$ cat src/ppcs_map.svh
`ifndef PPCS_MAP_SVH
`define PPCS_MAP_SVH
// Register addresses (register index on the management port).
`define PPCS_P1_FORCE_ADV   8'h1C
`define PPCS_P1_MISC        8'h1D
`define PPCS_P1_STATUS      8'h1E
`define PPCS_P2_FORCE_ADV   8'h2C
`define PPCS_P2_MISC        8'h2D
`define PPCS_P2_STATUS      8'h2E
`define PPCS_P3_MISC_RSVD   8'h3D
`define PPCS_P3_STAT_RSVD   8'h3E
// Force/advertise register fields.
`define PPCS_AN_EN_BIT      7
`define PPCS_FSPD_BIT       6
`define PPCS_FDPX_BIT       5
`define PPCS_ADV_MSB        4
`define PPCS_FORCE_ADV_RST  8'hFF
// Misc control register fields.
`define PPCS_LED_OFF_BIT    7
`define PPCS_TXDIS_BIT      6
`define PPCS_RESTART_BIT    5
`define PPCS_FEF_DIS_BIT    4
`define PPCS_PWRDN_BIT      3
`define PPCS_AMDIX_DIS_BIT  2
`define PPCS_FMDI_BIT       1
`define PPCS_LOOP_BIT       0
`define PPCS_MISC_RST       8'h00
// Status register fields.
`define PPCS_ST_MDI_BIT     7
`define PPCS_ST_AND_BIT     6
`define PPCS_ST_LINK_BIT    5
`define PPCS_STATUS_RST     8'h00
`endif

$ cat src/ppcs_pkg.sv
package ppcs_pkg;
  typedef logic [7:0] ppcs_byte_t;
  typedef logic [1:0] ppcs_port_vec_t;
  typedef enum logic [1:0] {
    PPCS_ACC_IDLE  = 2'b01,
    PPCS_ACC_WRITE = 2'b10
  } ppcs_acc_t;
endpackage

$ cat src/ppcs_regs.sv
`timescale 1ns/1ns
`include "ppcs_map.svh"
module ppcs_regs (
  // Clock and reset
  input  wire logic                    clk,
  input  wire logic                    rst,
  // Management register port
  input  wire logic                    reg_wr,
  input  wire logic                    reg_rd,
  input  wire ppcs_pkg::ppcs_byte_t    reg_addr,
  input  wire ppcs_pkg::ppcs_byte_t    reg_wdata,
  output logic [7:0]                   reg_rdata,
  output logic                         reg_rvalid,
  // PHY analogue side status, per port (index 0 is port 1)
  input  wire ppcs_pkg::ppcs_port_vec_t phy_mdi_state,
  input  wire ppcs_pkg::ppcs_port_vec_t phy_an_done,
  input  wire ppcs_pkg::ppcs_port_vec_t phy_link_good,
  input  wire logic [9:0]              phy_partner_abil,
  input  wire ppcs_pkg::ppcs_port_vec_t port_led_in_a,
  input  wire ppcs_pkg::ppcs_port_vec_t port_led_in_b,
  // PHY controls, per port
  output logic [1:0]                   phy_an_enable,
  output logic [1:0]                   phy_speed_100,
  output logic [1:0]                   phy_full_duplex,
  output logic [9:0]                   phy_advertise,
  output logic [1:0]                   port_led_output_a,
  output logic [1:0]                   port_led_output_b,
  output logic [1:0]                   phy_tx_disable,
  output logic [1:0]                   phy_an_restart,
  output logic [1:0]                   phy_fef_enable,
  output logic [1:0]                   phy_power_down,
  output logic [1:0]                   phy_auto_mdix,
  output logic [1:0]                   phy_force_mdi,
  output logic [1:0]                   phy_loopback
);
  import ppcs_pkg::*;

  // ----------------------------------------------------------------
  // Register storage
  // ----------------------------------------------------------------
  ppcs_byte_t force_adv [2];
  ppcs_byte_t misc      [2];
  ppcs_byte_t status    [2];
  ppcs_byte_t next_rdata;

  // Maps an address to a PHY port index; only ports 1 and 2 decode.
  function automatic logic port_hit(input ppcs_byte_t a, input ppcs_byte_t p1,
                                    input ppcs_byte_t p2, output logic idx);
    idx = (a == p2);
    return (a == p1) || (a == p2);
  endfunction

  logic fa_hit, mi_hit, st_hit;
  logic fa_idx, mi_idx, st_idx;
  always_comb begin
    fa_hit = port_hit(reg_addr, `PPCS_P1_FORCE_ADV, `PPCS_P2_FORCE_ADV, fa_idx);
    mi_hit = port_hit(reg_addr, `PPCS_P1_MISC, `PPCS_P2_MISC, mi_idx);
    st_hit = port_hit(reg_addr, `PPCS_P1_STATUS, `PPCS_P2_STATUS, st_idx);
  end

  // ----------------------------------------------------------------
  // Control register writes
  // ----------------------------------------------------------------
  // The reserved third-port addresses never decode, so writes there are dropped.
  always_ff @(posedge clk or posedge rst) begin
    if (rst) begin
      force_adv[0] <= `PPCS_FORCE_ADV_RST;
      force_adv[1] <= `PPCS_FORCE_ADV_RST;
    end else if (reg_wr && fa_hit) begin
      force_adv[fa_idx] <= reg_wdata;
    end
  end

  // Restart is a self-clearing command: it reads back zero once acted on.
  always_ff @(posedge clk or posedge rst) begin
    if (rst) begin
      misc[0] <= `PPCS_MISC_RST;
      misc[1] <= `PPCS_MISC_RST;
    end else begin
      for (int p = 0; p < 2; p++) begin
        if (reg_wr && mi_hit && (mi_idx == p[0])) begin
          misc[p] <= reg_wdata;
        end else begin
          misc[p][`PPCS_RESTART_BIT] <= 1'b0;
        end
      end
    end
  end

  // ----------------------------------------------------------------
  // Status capture
  // ----------------------------------------------------------------
  // Inputs come from the PHY analogue side, so they pass two flops first.
  ppcs_byte_t st_sync1 [2];
  ppcs_port_vec_t led_a_s1, led_a_s2, led_b_s1, led_b_s2;
  always_ff @(posedge clk or posedge rst) begin
    if (rst) begin
      for (int p = 0; p < 2; p++) begin
        st_sync1[p] <= `PPCS_STATUS_RST;
        status[p]   <= `PPCS_STATUS_RST;
      end
    end else begin
      for (int p = 0; p < 2; p++) begin
        st_sync1[p] <= {phy_mdi_state[p], phy_an_done[p], phy_link_good[p],
                        phy_partner_abil[p*5 +: 5]};
        status[p]   <= st_sync1[p];
      end
    end
  end

  always_ff @(posedge clk or posedge rst) begin
    if (rst) begin
      led_a_s1 <= 2'h0;
      led_a_s2 <= 2'h0;
      led_b_s1 <= 2'h0;
      led_b_s2 <= 2'h0;
    end else begin
      led_a_s1 <= port_led_in_a;
      led_a_s2 <= led_a_s1;
      led_b_s1 <= port_led_in_b;
      led_b_s2 <= led_b_s1;
    end
  end

  // ----------------------------------------------------------------
  // Read port
  // ----------------------------------------------------------------
  // Reserved and unmapped addresses read as zero.
  always_comb begin
    next_rdata = 8'h00;
    if (fa_hit) begin
      next_rdata = force_adv[fa_idx];
    end else if (mi_hit) begin
      next_rdata = misc[mi_idx];
    end else if (st_hit) begin
      next_rdata = status[st_idx];
    end
  end

  always_ff @(posedge clk or posedge rst) begin
    if (rst) begin
      reg_rdata  <= 8'h00;
      reg_rvalid <= 1'b0;
    end else begin
      reg_rdata  <= reg_rd ? next_rdata : 8'h00;
      reg_rvalid <= reg_rd;
    end
  end

  // ----------------------------------------------------------------
  // PHY control outputs
  // ----------------------------------------------------------------
  // With negotiation on, the forced values still act as the fallback
  // if negotiation fails; the PHY applies them in that case.
  always_ff @(posedge clk or posedge rst) begin
    if (rst) begin
      phy_an_enable     <= 2'h3;
      phy_speed_100     <= 2'h3;
      phy_full_duplex   <= 2'h3;
      phy_advertise     <= 10'h3FF;
      port_led_output_a <= 2'h3;
      port_led_output_b <= 2'h3;
      phy_tx_disable    <= 2'h0;
      phy_an_restart    <= 2'h0;
      phy_fef_enable    <= 2'h3;
      phy_power_down    <= 2'h0;
      phy_auto_mdix     <= 2'h3;
      phy_force_mdi     <= 2'h0;
      phy_loopback      <= 2'h0;
    end else begin
      for (int p = 0; p < 2; p++) begin
        phy_an_enable[p]   <= force_adv[p][`PPCS_AN_EN_BIT];
        phy_speed_100[p]   <= force_adv[p][`PPCS_FSPD_BIT];
        phy_full_duplex[p] <= force_adv[p][`PPCS_FDPX_BIT];
        phy_advertise[p*5 +: 5] <= force_adv[p][`PPCS_ADV_MSB:0];
        port_led_output_a[p] <= misc[p][`PPCS_LED_OFF_BIT] | led_a_s2[p];
        port_led_output_b[p] <= misc[p][`PPCS_LED_OFF_BIT] | led_b_s2[p];
        phy_tx_disable[p]  <= misc[p][`PPCS_TXDIS_BIT];
        phy_an_restart[p]  <= misc[p][`PPCS_RESTART_BIT];
        phy_fef_enable[p]  <= ~misc[p][`PPCS_FEF_DIS_BIT];
        phy_power_down[p]  <= misc[p][`PPCS_PWRDN_BIT];
        phy_auto_mdix[p]   <= ~misc[p][`PPCS_AMDIX_DIS_BIT];
        phy_force_mdi[p]   <= misc[p][`PPCS_FMDI_BIT];
        phy_loopback[p]    <= misc[p][`PPCS_LOOP_BIT];
      end
    end
  end
endmodule

$ cat config.mk
export PLATFORM = sky130hd
export DESIGN_NAME = ppcs_regs
export DESIGN_NICKNAME = d
export VERILOG_FILES = /design/src/ppcs_pkg.sv /design/src/ppcs_regs.sv
export VERILOG_INCLUDE_DIRS = /design/src
export SDC_FILE = /design/constraint.sdc
export NUM_CORES = 1
export LEC_CHECK = 0
export BUFFER_PORTS_ARGS = -buffer_cell sky130_fd_sc_hd__buf_2
export CORE_MARGIN = 5
export CORE_UTILIZATION = 30
export CTS_BUF_LIST = sky130_fd_sc_hd__clkbuf_4
export DETAILED_ROUTE_END_ITERATION = 6
export PLACE_DENSITY = 0.62
export SLEW_MARGIN = 30
export SYNTH_ARGS = -nofsm -noshare
export SYNTH_HDL_FRONTEND = slang
export SYNTH_SLANG_ARGS = --single-unit
$ cat constraint.sdc
create_clock -name clk -period 3.6 [get_ports clk]
set_clock_uncertainty 0.05 [all_clocks]
set_input_delay 0.72 -clock clk [delete_from_list [all_inputs] [get_ports clk]]
set_output_delay 0.72 -clock clk [all_outputs]
set_load 0.005 [all_outputs]
# --- Word-level counts from Yosys, hierarchy flattened ---
# Index checks and enable logic that the tools add are counted.
op_classes:
  reduce_logical: 8
  muxes: 18
  bitwise: 12
  eq_ne: 6
  magnitude_cmp: 4
ops:
  columns: ["op", "count"]
  rows:
  - ["$mux 8", 14]
  - ["$eq 8x5->1 const B", 3]
  - ["$eq 8x6->1 const B", 3]
  - ["$bwmux 16", 1]
  - ["$demux 8 s1", 1]
  - ["$ge 2x2->1 const B", 3]
  - ["$not 1->2", 3]
  - ["$logic_and 1x1->1", 5]
  - ["$not 1->1", 5]
  - ["$or 1x1->1", 4]
  - ["$logic_or 1x1->1", 3]
  - ["$lt 2x1->1 const B", 1]
  - ["$mux 1", 2]
word_totals:
  word_cells: 77
  ff_bits: 115
  output_inout_bits: 43
  input_bits: 40

# --- Logic depth before layout (Yosys ltp) ---
# Gate-level depths: netlist of run 1.
logic_depth:
  depth_word: 9
  depth_mapped: 6
  mapped_depth_nobuf: 4

# --- Worst setup path after synthesis of run 1 ---
# OpenSTA, ideal clock, no wires.
synth_timing:
  path_type: "input-to-reg"
  from: "in reg_addr[4]"
  to: "reg reg_rdata[0]"
  path_buffers: 2
  setup_slack_ns: 1.585
  arrival_time_ns: 1.844
  cell_stages: 6
  path_cell_list: "or4b_1 -> buf_2 -> buf_6 -> nand2_1 -> a31oi_1 -> o211a_1"
synth_via:
  elab_chain_cells: 9
synth_lines:
  columns: ["item", "line_no", "text"]
  rows:
  - ["start: declaration", "ppcs_regs.sv:10", "input wire ppcs_pkg::ppcs_byte_t reg_addr,"]
  - ["$eq 8x6->1", "ppcs_regs.sv:49, ppcs_regs.sv:50", null]
  - ["$not 1->2 (not written as such)", "ppcs_regs.sv:136", "next_rdata = status[st_idx];"]
  - ["$mux 8 (not written as such) (3 in a row)", "ppcs_regs.sv:136", null]
  - ["$mux 8", "ppcs_regs.sv:135", "end else if (st_hit) begin"]
  - ["$mux 8", "ppcs_regs.sv:133", "end else if (mi_hit) begin"]
  - ["$mux 8 *", "ppcs_regs.sv:131", "if (fa_hit) begin"]
  - ["$mux 8 *", "ppcs_regs.sv:145", "reg_rdata <= reg_rd ? next_rdata : 8'h00;"]
  - ["end signal: assignment", "ppcs_regs.sv:145", null]
  - ["end: declaration", "ppcs_regs.sv:12", "output logic [7:0] reg_rdata,"]
# Mark *: on every way between the ends. The rest lies on a longest branch, timed or not. The select of a mux whose other input is x is not followed.
# A chain may end at the register's enable or synchronous reset.

# --- Worst setup path in the final report of run 1 ---
layout_timing:
  from: "in reg_addr[1]"
  to: "reg misc[10] (netlist name)"
layout_via:
  elab_chain_cells: 4
layout_lines:
  columns: ["item", "line_no", "text"]
  rows:
  - ["$eq 8x5->1 or $eq 8x6->1 (tied branches)", "ppcs_regs.sv:50, ppcs_regs.sv:49", null]
  - ["$logic_or 1x1->1", "ppcs_regs.sv:50", "return (a == p1) || (a == p2);"]
  - ["$logic_and 1x1->1", "ppcs_regs.sv:81", "if (reg_wr && mi_hit && (mi_idx == p[0])) begin"]
  - ["$logic_and 1x1->1 *", "ppcs_regs.sv:81", null]
  - ["end signal: indexed assignment", "ppcs_regs.sv:82", "misc[p] <= reg_wdata;"]
  - ["end: declaration", "ppcs_regs.sv:42", "ppcs_byte_t misc [2];"]
# Mark *: on every way between the ends. The rest lies on a longest branch, timed or not.

==> results of run 1 <==
critical path: stages:
cell	delay (ns)
buf_2	0.17
nand4b_1	0.50
inv_1	0.27
nand2b_1	0.35
mux2_1	0.44
layer usage:
layer | vias to the layer above | routed length, µm
li1 | 1081 | -
met1 | 1173 | 3860
met2 | 82 | 3910
met3 | 8 | 613
met4 | 2 | 74
met5 | - | 7
where the power goes:
part	switching (mW)	internal (mW)	leakage, nW
sequential	0.0253	1.36	1.36
combinational	0.0728	0.0573	0.846
clock	0.454	0.576	0.165
total	0.552	2.00	2.37
worst max-delay path by stage:
stage / cells after the start / slack (ns) / endpoint
6_report: 5 / 1.46 / misc[10]$_DFFE_PP0P_
5_1_grt: 5 / 1.44 / misc[10]$_DFFE_PP0P_
4_1_cts: 5 / 1.54 / misc[10]$_DFFE_PP0P_
3_5_place_dp: 5 / 1.00 / misc[10]$_DFFE_PP0P_
3_3_place_gp: 5 / 1.05 / misc[12]$_DFFE_PP0P_
2_1_floorplan: 1 / 1.46 / led_a_s1[0]$_DFF_PP0_
synthesized netlist by cell type, types with 2 or more instances:
master,n,area share (%)
dfrtp_1,75,47
nand2_1,48,4.5
dfstp_2,40,26
mux2_2,12,3.4
mux2_1,10,2.8
a21oi_1,8,1.0
a31oi_1,8,1.3
mux2_4,8,3.0
nand3_1,8,1.0
o211a_1,8,2.0
inv_1,7,0.66
buf_6,4,1.1
nor2_1,4,0.38
or2_2,4,0.63
buf_2,3,0.38
nand2b_1,2,0.32
nand3_4,2,0.88
nand4b_1,2,0.44
area by class of cell:
class / count / area share, %
Clock buffer: 21 / 3.21
Clock inverter: 11 / 3.26
Inverter: 7 / 0.611
Multi-Input combinational cell: 130 / 19.3
Sequential cell: 115 / 59.6
Tap cell: 176 / 4.48
Timing Repair Buffer: 86 / 9.48
state kept, by name (all words and copies together), names as in the netlist, 8 cells and up:
| signal | count |
|---|---|
| misc | 16 |
| st_sync1 | 16 |
| reg_rdata | 8 |
| force_adv | 16 |
| status | 16 |
| phy_advertise | 10 |
placed cells by master (no fill, tap or decap), types with 6 or more instances in the layout:
master,instances
nand3_1,8
dfstp_2,40
o211a_1,8
mux2_4,8
a31oi_1,8
dfrtp_1,75
a21oi_1,8
nand2_1,48
mux2_1,10
clkbuf_4,21
buf_2,82
mux2_2,12
inv_1,6
logic make-up after synthesis:
family | share of synthesized area (%)
flip-flops | 73.7
multiplexers | 9.26
AO/OA/AOI/OAI | 4.28
buffers and inverters | 2.36
AND/OR/NAND/NOR | 10.1
XOR/XNOR | 0.221
metrics by stage:
step                std cells  hold WS, ns
CTS                       545        0.240
global route              546        0.112
detailed placement        513        0.285
floorplan                 261        0.281
finish                    546        0.149
global placement          513        0.282
==> summary.md, run 1 <==
| Metric | Value |
|---|---|
| Req. time, crit path | 3.91 ns |
| Diode count | 0 |
| Mapped Nets | 301 |
| First-pass GRT wire length | 13800 µm |
| Final Hold Vio Count | 0 |
| Max-capacitance violation count | 0 |
| Multi-input logic area | 950 µm² |
| Fin util | 37.5% |
| Core Region | 13100 µm² |
| Startpoint Class | input port |
| Met1 Usage GRT | 15.1% |
| Fin nets | 397 |
| Reg-to-Reg End | reg_rdata[2]$_DFF_PP0_ |
| Wirelength, routed | 8460 µm |
| P_leak | 2.37 nW |
| Seq cells post-synth | 115 |
| Clk_lat worst skew | 0.48 ns |
| Die X-Extent | 125 µm |
| Critical path arrival | 2.45 ns |
| Filler cell count | 1283 |
| Met2 usage | 17.0% |
| Vias in the first global route | 2540 |
| Finished Cell Area | 4910 µm² |
| Total power | 2.55 mW |
| Highest clock rate | 0.468 GHz |
| DRC errors left | 0 |
| Crit-path max FO | 11 |
| Outcome | finished, final reports clean |
| Hpwl dp | 5970 µm |
| Final setup TNS | 0 ns |
| Measured slew at the worst slew-check pin | 0.858 ns |
| Largest net degree at the start of global routing | 46 |
| Met3 GRT Util | 4.78% |
| Reg clk slew, reported paths | 0.10 ns |
| Drt wl/cell | 15.5 µm |
| Most used DFF post-synth | dfrtp_1 |
| # hold bufs at CTS | 0 |
| Setup ws final | 1.46 ns |
| Setup crit start | reg_addr[1] |
| Tcrit/Tclk final | 59.3% |
| Peak supply drop | 225 µV |
| Pwr/cell area | 519 nW/µm² |
| Antenna violations before repair | 1 |
| Vias/cell | 4.30 |
| CTS root buf | clkbuf_4 |
| Post-synthesis instance total | 261 |
| GPL Wtd Cong | 0.775 |
| Critical Setup Path Class | input port to register |
| Layout cell share with drive strength beyond 1 | 50.3% |
| DP Worst Slack | 1.00 ns |
| Synth Area per Inst | 15.2 µm² |
| Unique cell type count in the Yosys netlist | 26 |
| Register Area | 2930 µm² |
| Worst R2R Setup Slack | 2.60 ns |
| Critical path endpoint category | register |
| Fin. max-slew vios | 0 |
| Critical R2R Launch | status[10]$_DFF_PP0_ |
| CTS HTree Levels | 4 |
| Post-synth EDFFs | 0 |
| # rows | 42 |
| CTS tree | built |
| Die height | 125 µm |
| Overall routing resource usage | 11.3% |
| Setup repair bufs after CTS | 0 |
| Synth Warn # | 0 |
| Num ports | 83 |
| Area Growth Syn to Fin | 23.7% |
| Placed cell area | 4570 µm² |
| Post-DRT Antenna Nets | 0 |
| Cts repair resizes | 0 |
| Min cycle time layout | 2.14 ns |
| Vias | 2346 |
| Worst hold path type | input port to async pin |
| Register area share after synthesis | 73.7% |
| DRT Pass-1 Iters | 4 |
| Maximum clock insertion buffer count | 2 |
| TritonCTS sink count | 115 |
| Initial Util | 30.3% |
| GRT busiest layer | met2 |
| Slew HR | 42.8% |
| Ys async rst share | 100% |
| 1st-iter DRT viols | 88 |
| Register-to-Register Path Depth | 3 |
| Grt ovf | 0 |
| TritonCTS Buffers | 17 |
| Setup violators final | 0 |
| Mapped Area | 3970 µm² |
| # port buffers | 82 |
| Unrepaired setup endpoints after global routing | no |
| Die ar. | 15600 µm² |
Power figures use the tool's default switching activity.
==> run 2, diff against run 1 <==
--- a/config.mk
+++ b/config.mk
@@ -6,12 +6,13 @@
 export SDC_FILE = /design/constraint.sdc
 export NUM_CORES = 1
 export LEC_CHECK = 0
+export ABC_AREA = 1
 export BUFFER_PORTS_ARGS = -buffer_cell sky130_fd_sc_hd__buf_2
 export CORE_MARGIN = 5
 export CORE_UTILIZATION = 30
 export CTS_BUF_LIST = sky130_fd_sc_hd__clkbuf_4
 export DETAILED_ROUTE_END_ITERATION = 6
-export PLACE_DENSITY = 0.62
+export PLACE_DENSITY = 0.6
 export SLEW_MARGIN = 30
 export SYNTH_ARGS = -nofsm -noshare
 export SYNTH_HDL_FRONTEND = slang
==> constraint.sdc (replaced) <==
create_clock -name clk -period 2.2 [get_ports clk]
set_clock_uncertainty 0.05 [all_clocks]
set_input_delay 0.44 -clock clk [delete_from_list [all_inputs] [get_ports clk]]
set_output_delay 0.44 -clock clk [all_outputs]
set_load 0.005 [all_outputs]
==> run 2 against run 1 <==
  * Clock-buffer cell count shrank 2
  * Highest routed layer is now met4
  * Critical path type is now register to output pin
  * Critical endpoint is now phy_speed_100[1]
  * Combinational power grew 120%
  * Critical path depth shrank 4
  * Total power grew 60%
  * Sequential power grew 66%
  * Die area grew 4.2%
  * Global-route usage grew 0.69 points
==> summary.md, run 2 <==
| Metric | Value |
|---|---|
| Met1 Usage GRT | 14.4% (-0.69 points) |
| 1st-iter DRT viols | 93 (+5.7%) |
| Initial Util | 30.3% (-0.081 points) |
| CTS HTree Levels | 4 (unchanged) |
| CTS root buf | clkbuf_4 |
| Ys async rst share | 100% (unchanged) |
| Min cycle time layout | 1.63 ns |
| Critical path endpoint category | output pin |
| Highest clock rate | 0.615 GHz |
| Fin nets | 512 (+29%) |
| Layout cell share with drive strength beyond 1 | 40.8% (-9.4 points) |
| Wirelength, routed | 9150 µm (+8.2%) |
| Clk_lat worst skew | 0.49 ns (about the same) |
| GRT busiest layer | met2 |
| Peak supply drop | 374 µV (+67%) |
| Pwr/cell area | 775 nW/µm² (+49%) |
| Overall routing resource usage | 12.0% (+0.69 points) |
| Unrepaired setup endpoints after global routing | no |
| Crit-path max FO | 1 (-10) |
| CP cell instances | buf_2 |
| Die height | 128 µm (+2.1%) |
| Commonest cells after routing, fill and taps aside | nand2_1 (97), buf_2 (82), dfrtp_1 (75) |
| Filler cell count | 1388 (+8.2%) |
| Num ports | 83 (unchanged) |
| Area Growth Syn to Fin | 26.5% |
| # rows | 43 (+2.4%) |
| Vias | 2760 (+18%) |
| Top cells by instance count after synthesis | nand2_1 (97), dfrtp_1 (75), dfstp_2 (40) |
| Die ar. | 16300 µm² (+4.2%) |
| Synth Warn # | 0 (unchanged) |
| Critical path arrival | 1.14 ns (-1.31 ns) |
| Unique cell type count in the Yosys netlist | 28 (+7.7%) |
| First-pass GRT wire length | 15000 µm (+8.5%) |
| Met2 usage | 20.2% (+3.2 points) |
| Synth Area per Inst | 11.7 µm² (-23%) |
| Post-synthesis instance total | 354 (+36%) |
| TritonCTS sink count | 115 (unchanged) |
| Vias in the first global route | 2904 (+14%) |
| Measured slew at the worst slew-check pin | 0.394 ns (-0.464 ns) |
| Grt ovf | 0 (unchanged) |
| DRT Pass-1 Iters | 4 (unchanged) |
| Vias/cell | 4.15 (-3.4%) |
| Multi-input logic area | 1010 µm² (+6.5%) |
| Tcrit/Tclk final | 74.0% |
| Reg clk slew, reported paths | 0.10 ns (about the same) |
| Ranking of synthesized cells by area | dfrtp_1 (45%), dfstp_2 (25%), nand2_1 (8.8%) |
| Area leader, netlist | dfrtp_1 |
| Most frequent cell after synthesis | nand2_1 |
| Setup ws final | 0.573 ns (-0.891 ns) |
| Cts repair resizes | 0 (unchanged) |
| DP Worst Slack | 0.340 ns (-0.663 ns) |
| Antenna violations before repair | 0 (-1) |
| Yosys top cell area share | 45.2% (-2.1 points) |
| Outcome | finished, final reports clean |
| # port buffers | 82 (unchanged) |
| Met3 GRT Util | 4.88% (+0.099 points) |
| CTS tree | built |
| Slew HR | 73.6% (+31 points) |
| P_leak | 2.59 nW (+9.0%) |
| Most used DFF post-synth | dfrtp_1 |
| Critical Setup Path Class | register to output pin |
| Seq cells post-synth | 115 (unchanged) |
| DRC errors left | 0 (unchanged) |
| Register area share after synthesis | 70.5% (-3.2 points) |
| Register Area | 2930 µm² (unchanged) |
| TritonCTS Buffers | 17 (unchanged) |
| Commonest non-fill, non-tap cell in the layout | nand2_1 |
| Max-capacitance violation count | 0 (unchanged) |
| Bufs and invs on worst path | 1 (-1) |
| Worst hold path type | input port to register |
| Diode count | 0 (unchanged) |
| Core Region | 13700 µm² (+4.8%) |
| Mapped Nets | 394 (+31%) |
| Slowest cell delay on critical path | 0.55 ns (+0.05 ns) |
| Startpoint Class | register |
| Mapped Area | 4150 µm² (+4.6%) |
| Hpwl dp | 6570 µm (+9.9%) |
| Drt wl/cell | 13.8 µm (-11%) |
| Post-synth EDFFs | 0 (unchanged) |
| Critical-path top delay cell | dfstp_2 |
| GPL Wtd Cong | 0.871 (+12%) |
| Post-DRT Antenna Nets | 0 (unchanged) |
| Die X-Extent | 128 µm (+2.1%) |
| Setup violators final | 0 (unchanged) |
| Largest net degree at the start of global routing | 70 (+52%) |
| Final setup TNS | 0 ns (unchanged) |
| CP top delay family | flip-flops |
| Final Hold Vio Count | 0 (unchanged) |
| Req. time, crit path | 1.71 ns (-2.20 ns) |
| Fin. max-slew vios | 0 (unchanged) |
| Maximum clock insertion buffer count | 2 (unchanged) |
run 2: logic make-up (layout without fill, tap and decap cells):
group	Yosys count	after routing	synth area share, %
DFF	115	115	70.5
buffers and inverters	45	176	5.15
and+or+nand+nor	147	147	16.9
AOI/OAI and AO/OA	47	47	7.47
run 2: area by class of cell:
| class | instances | area share, % |
|---|---|---|
| clock inverter | 13 | 2.60 |
| sequential | 115 | 55.7 |
| inverter | 37 | 2.81 |
| multi-input combinational | 194 | 19.2 |
| timing repair buffer | 107 | 12.6 |
| tap | 180 | 4.29 |
| clock buffer | 19 | 2.71 |
run 2: per-stage QoR:
stage          hold WS, ns  instance area [µm²]  power, mW  util [%]  cells
2_1_floorplan        0.281                 4160       2.47         -    354
3_3_place_gp         0.284                 4760       2.60      34.7    612
3_5_place_dp         0.285                 4760       2.61      34.7    612
4_1_cts             0.0583                 5250       4.13      38.3    665
5_1_grt             0.0501                 5250       4.28      38.3    665
6_report             0.108                 5250       4.07      38.3    665
run 2: where the power goes:
| group | switching (mW) | internal (mW) |
|---|---|---|
| registers | 0.0526 | 2.26 |
| clock network | 0.789 | 0.695 |
| logic | 0.156 | 0.125 |
run 2: timing repair:
| action | CTS | global route |
|---|---|---|
| setup buffers | 0 | 0 |
| setup endpoints to repair | 0 | 0 |
| hold buffers | 21 | 0 |
| endpoints found under the hold margin | 27 | 0 |
run 2: worst paths after layout:
kind / slack, ns / end / start / depth (start not counted)
max: 0.57 / phy_speed_100[1] / phy_speed_100[1]$_DFF_PP1_ / 1
min: 0.11 / reg_rvalid$_DFF_PP0_ / reg_rd / 1
max reg2reg: 1.10 / reg_rdata[4]$_DFF_PP0_ / force_adv[4]$_DFFE_PP1P_ / 4
min reg2reg: 0.29 / status[7]$_DFF_PP0_ / st_sync1[7]$_DFF_PP0_ / 0
max in group asynchronous: 1.05 / force_adv[15]$_DFFE_PP1P_ / rst / 4
min in group asynchronous: 0.38 / reg_rdata[7]$_DFF_PP0_ / rst / 3
run 2: layer usage:
| metal | up-vias | routed length [µm] |
|---|---|---|
| li1 | 1355 | - |
| met2 | 82 | 4530 |
| met1 | 1314 | 3970 |
| met3 | 9 | 559 |
| met4 | 0 | 93 |
| met5 | - | 0 |
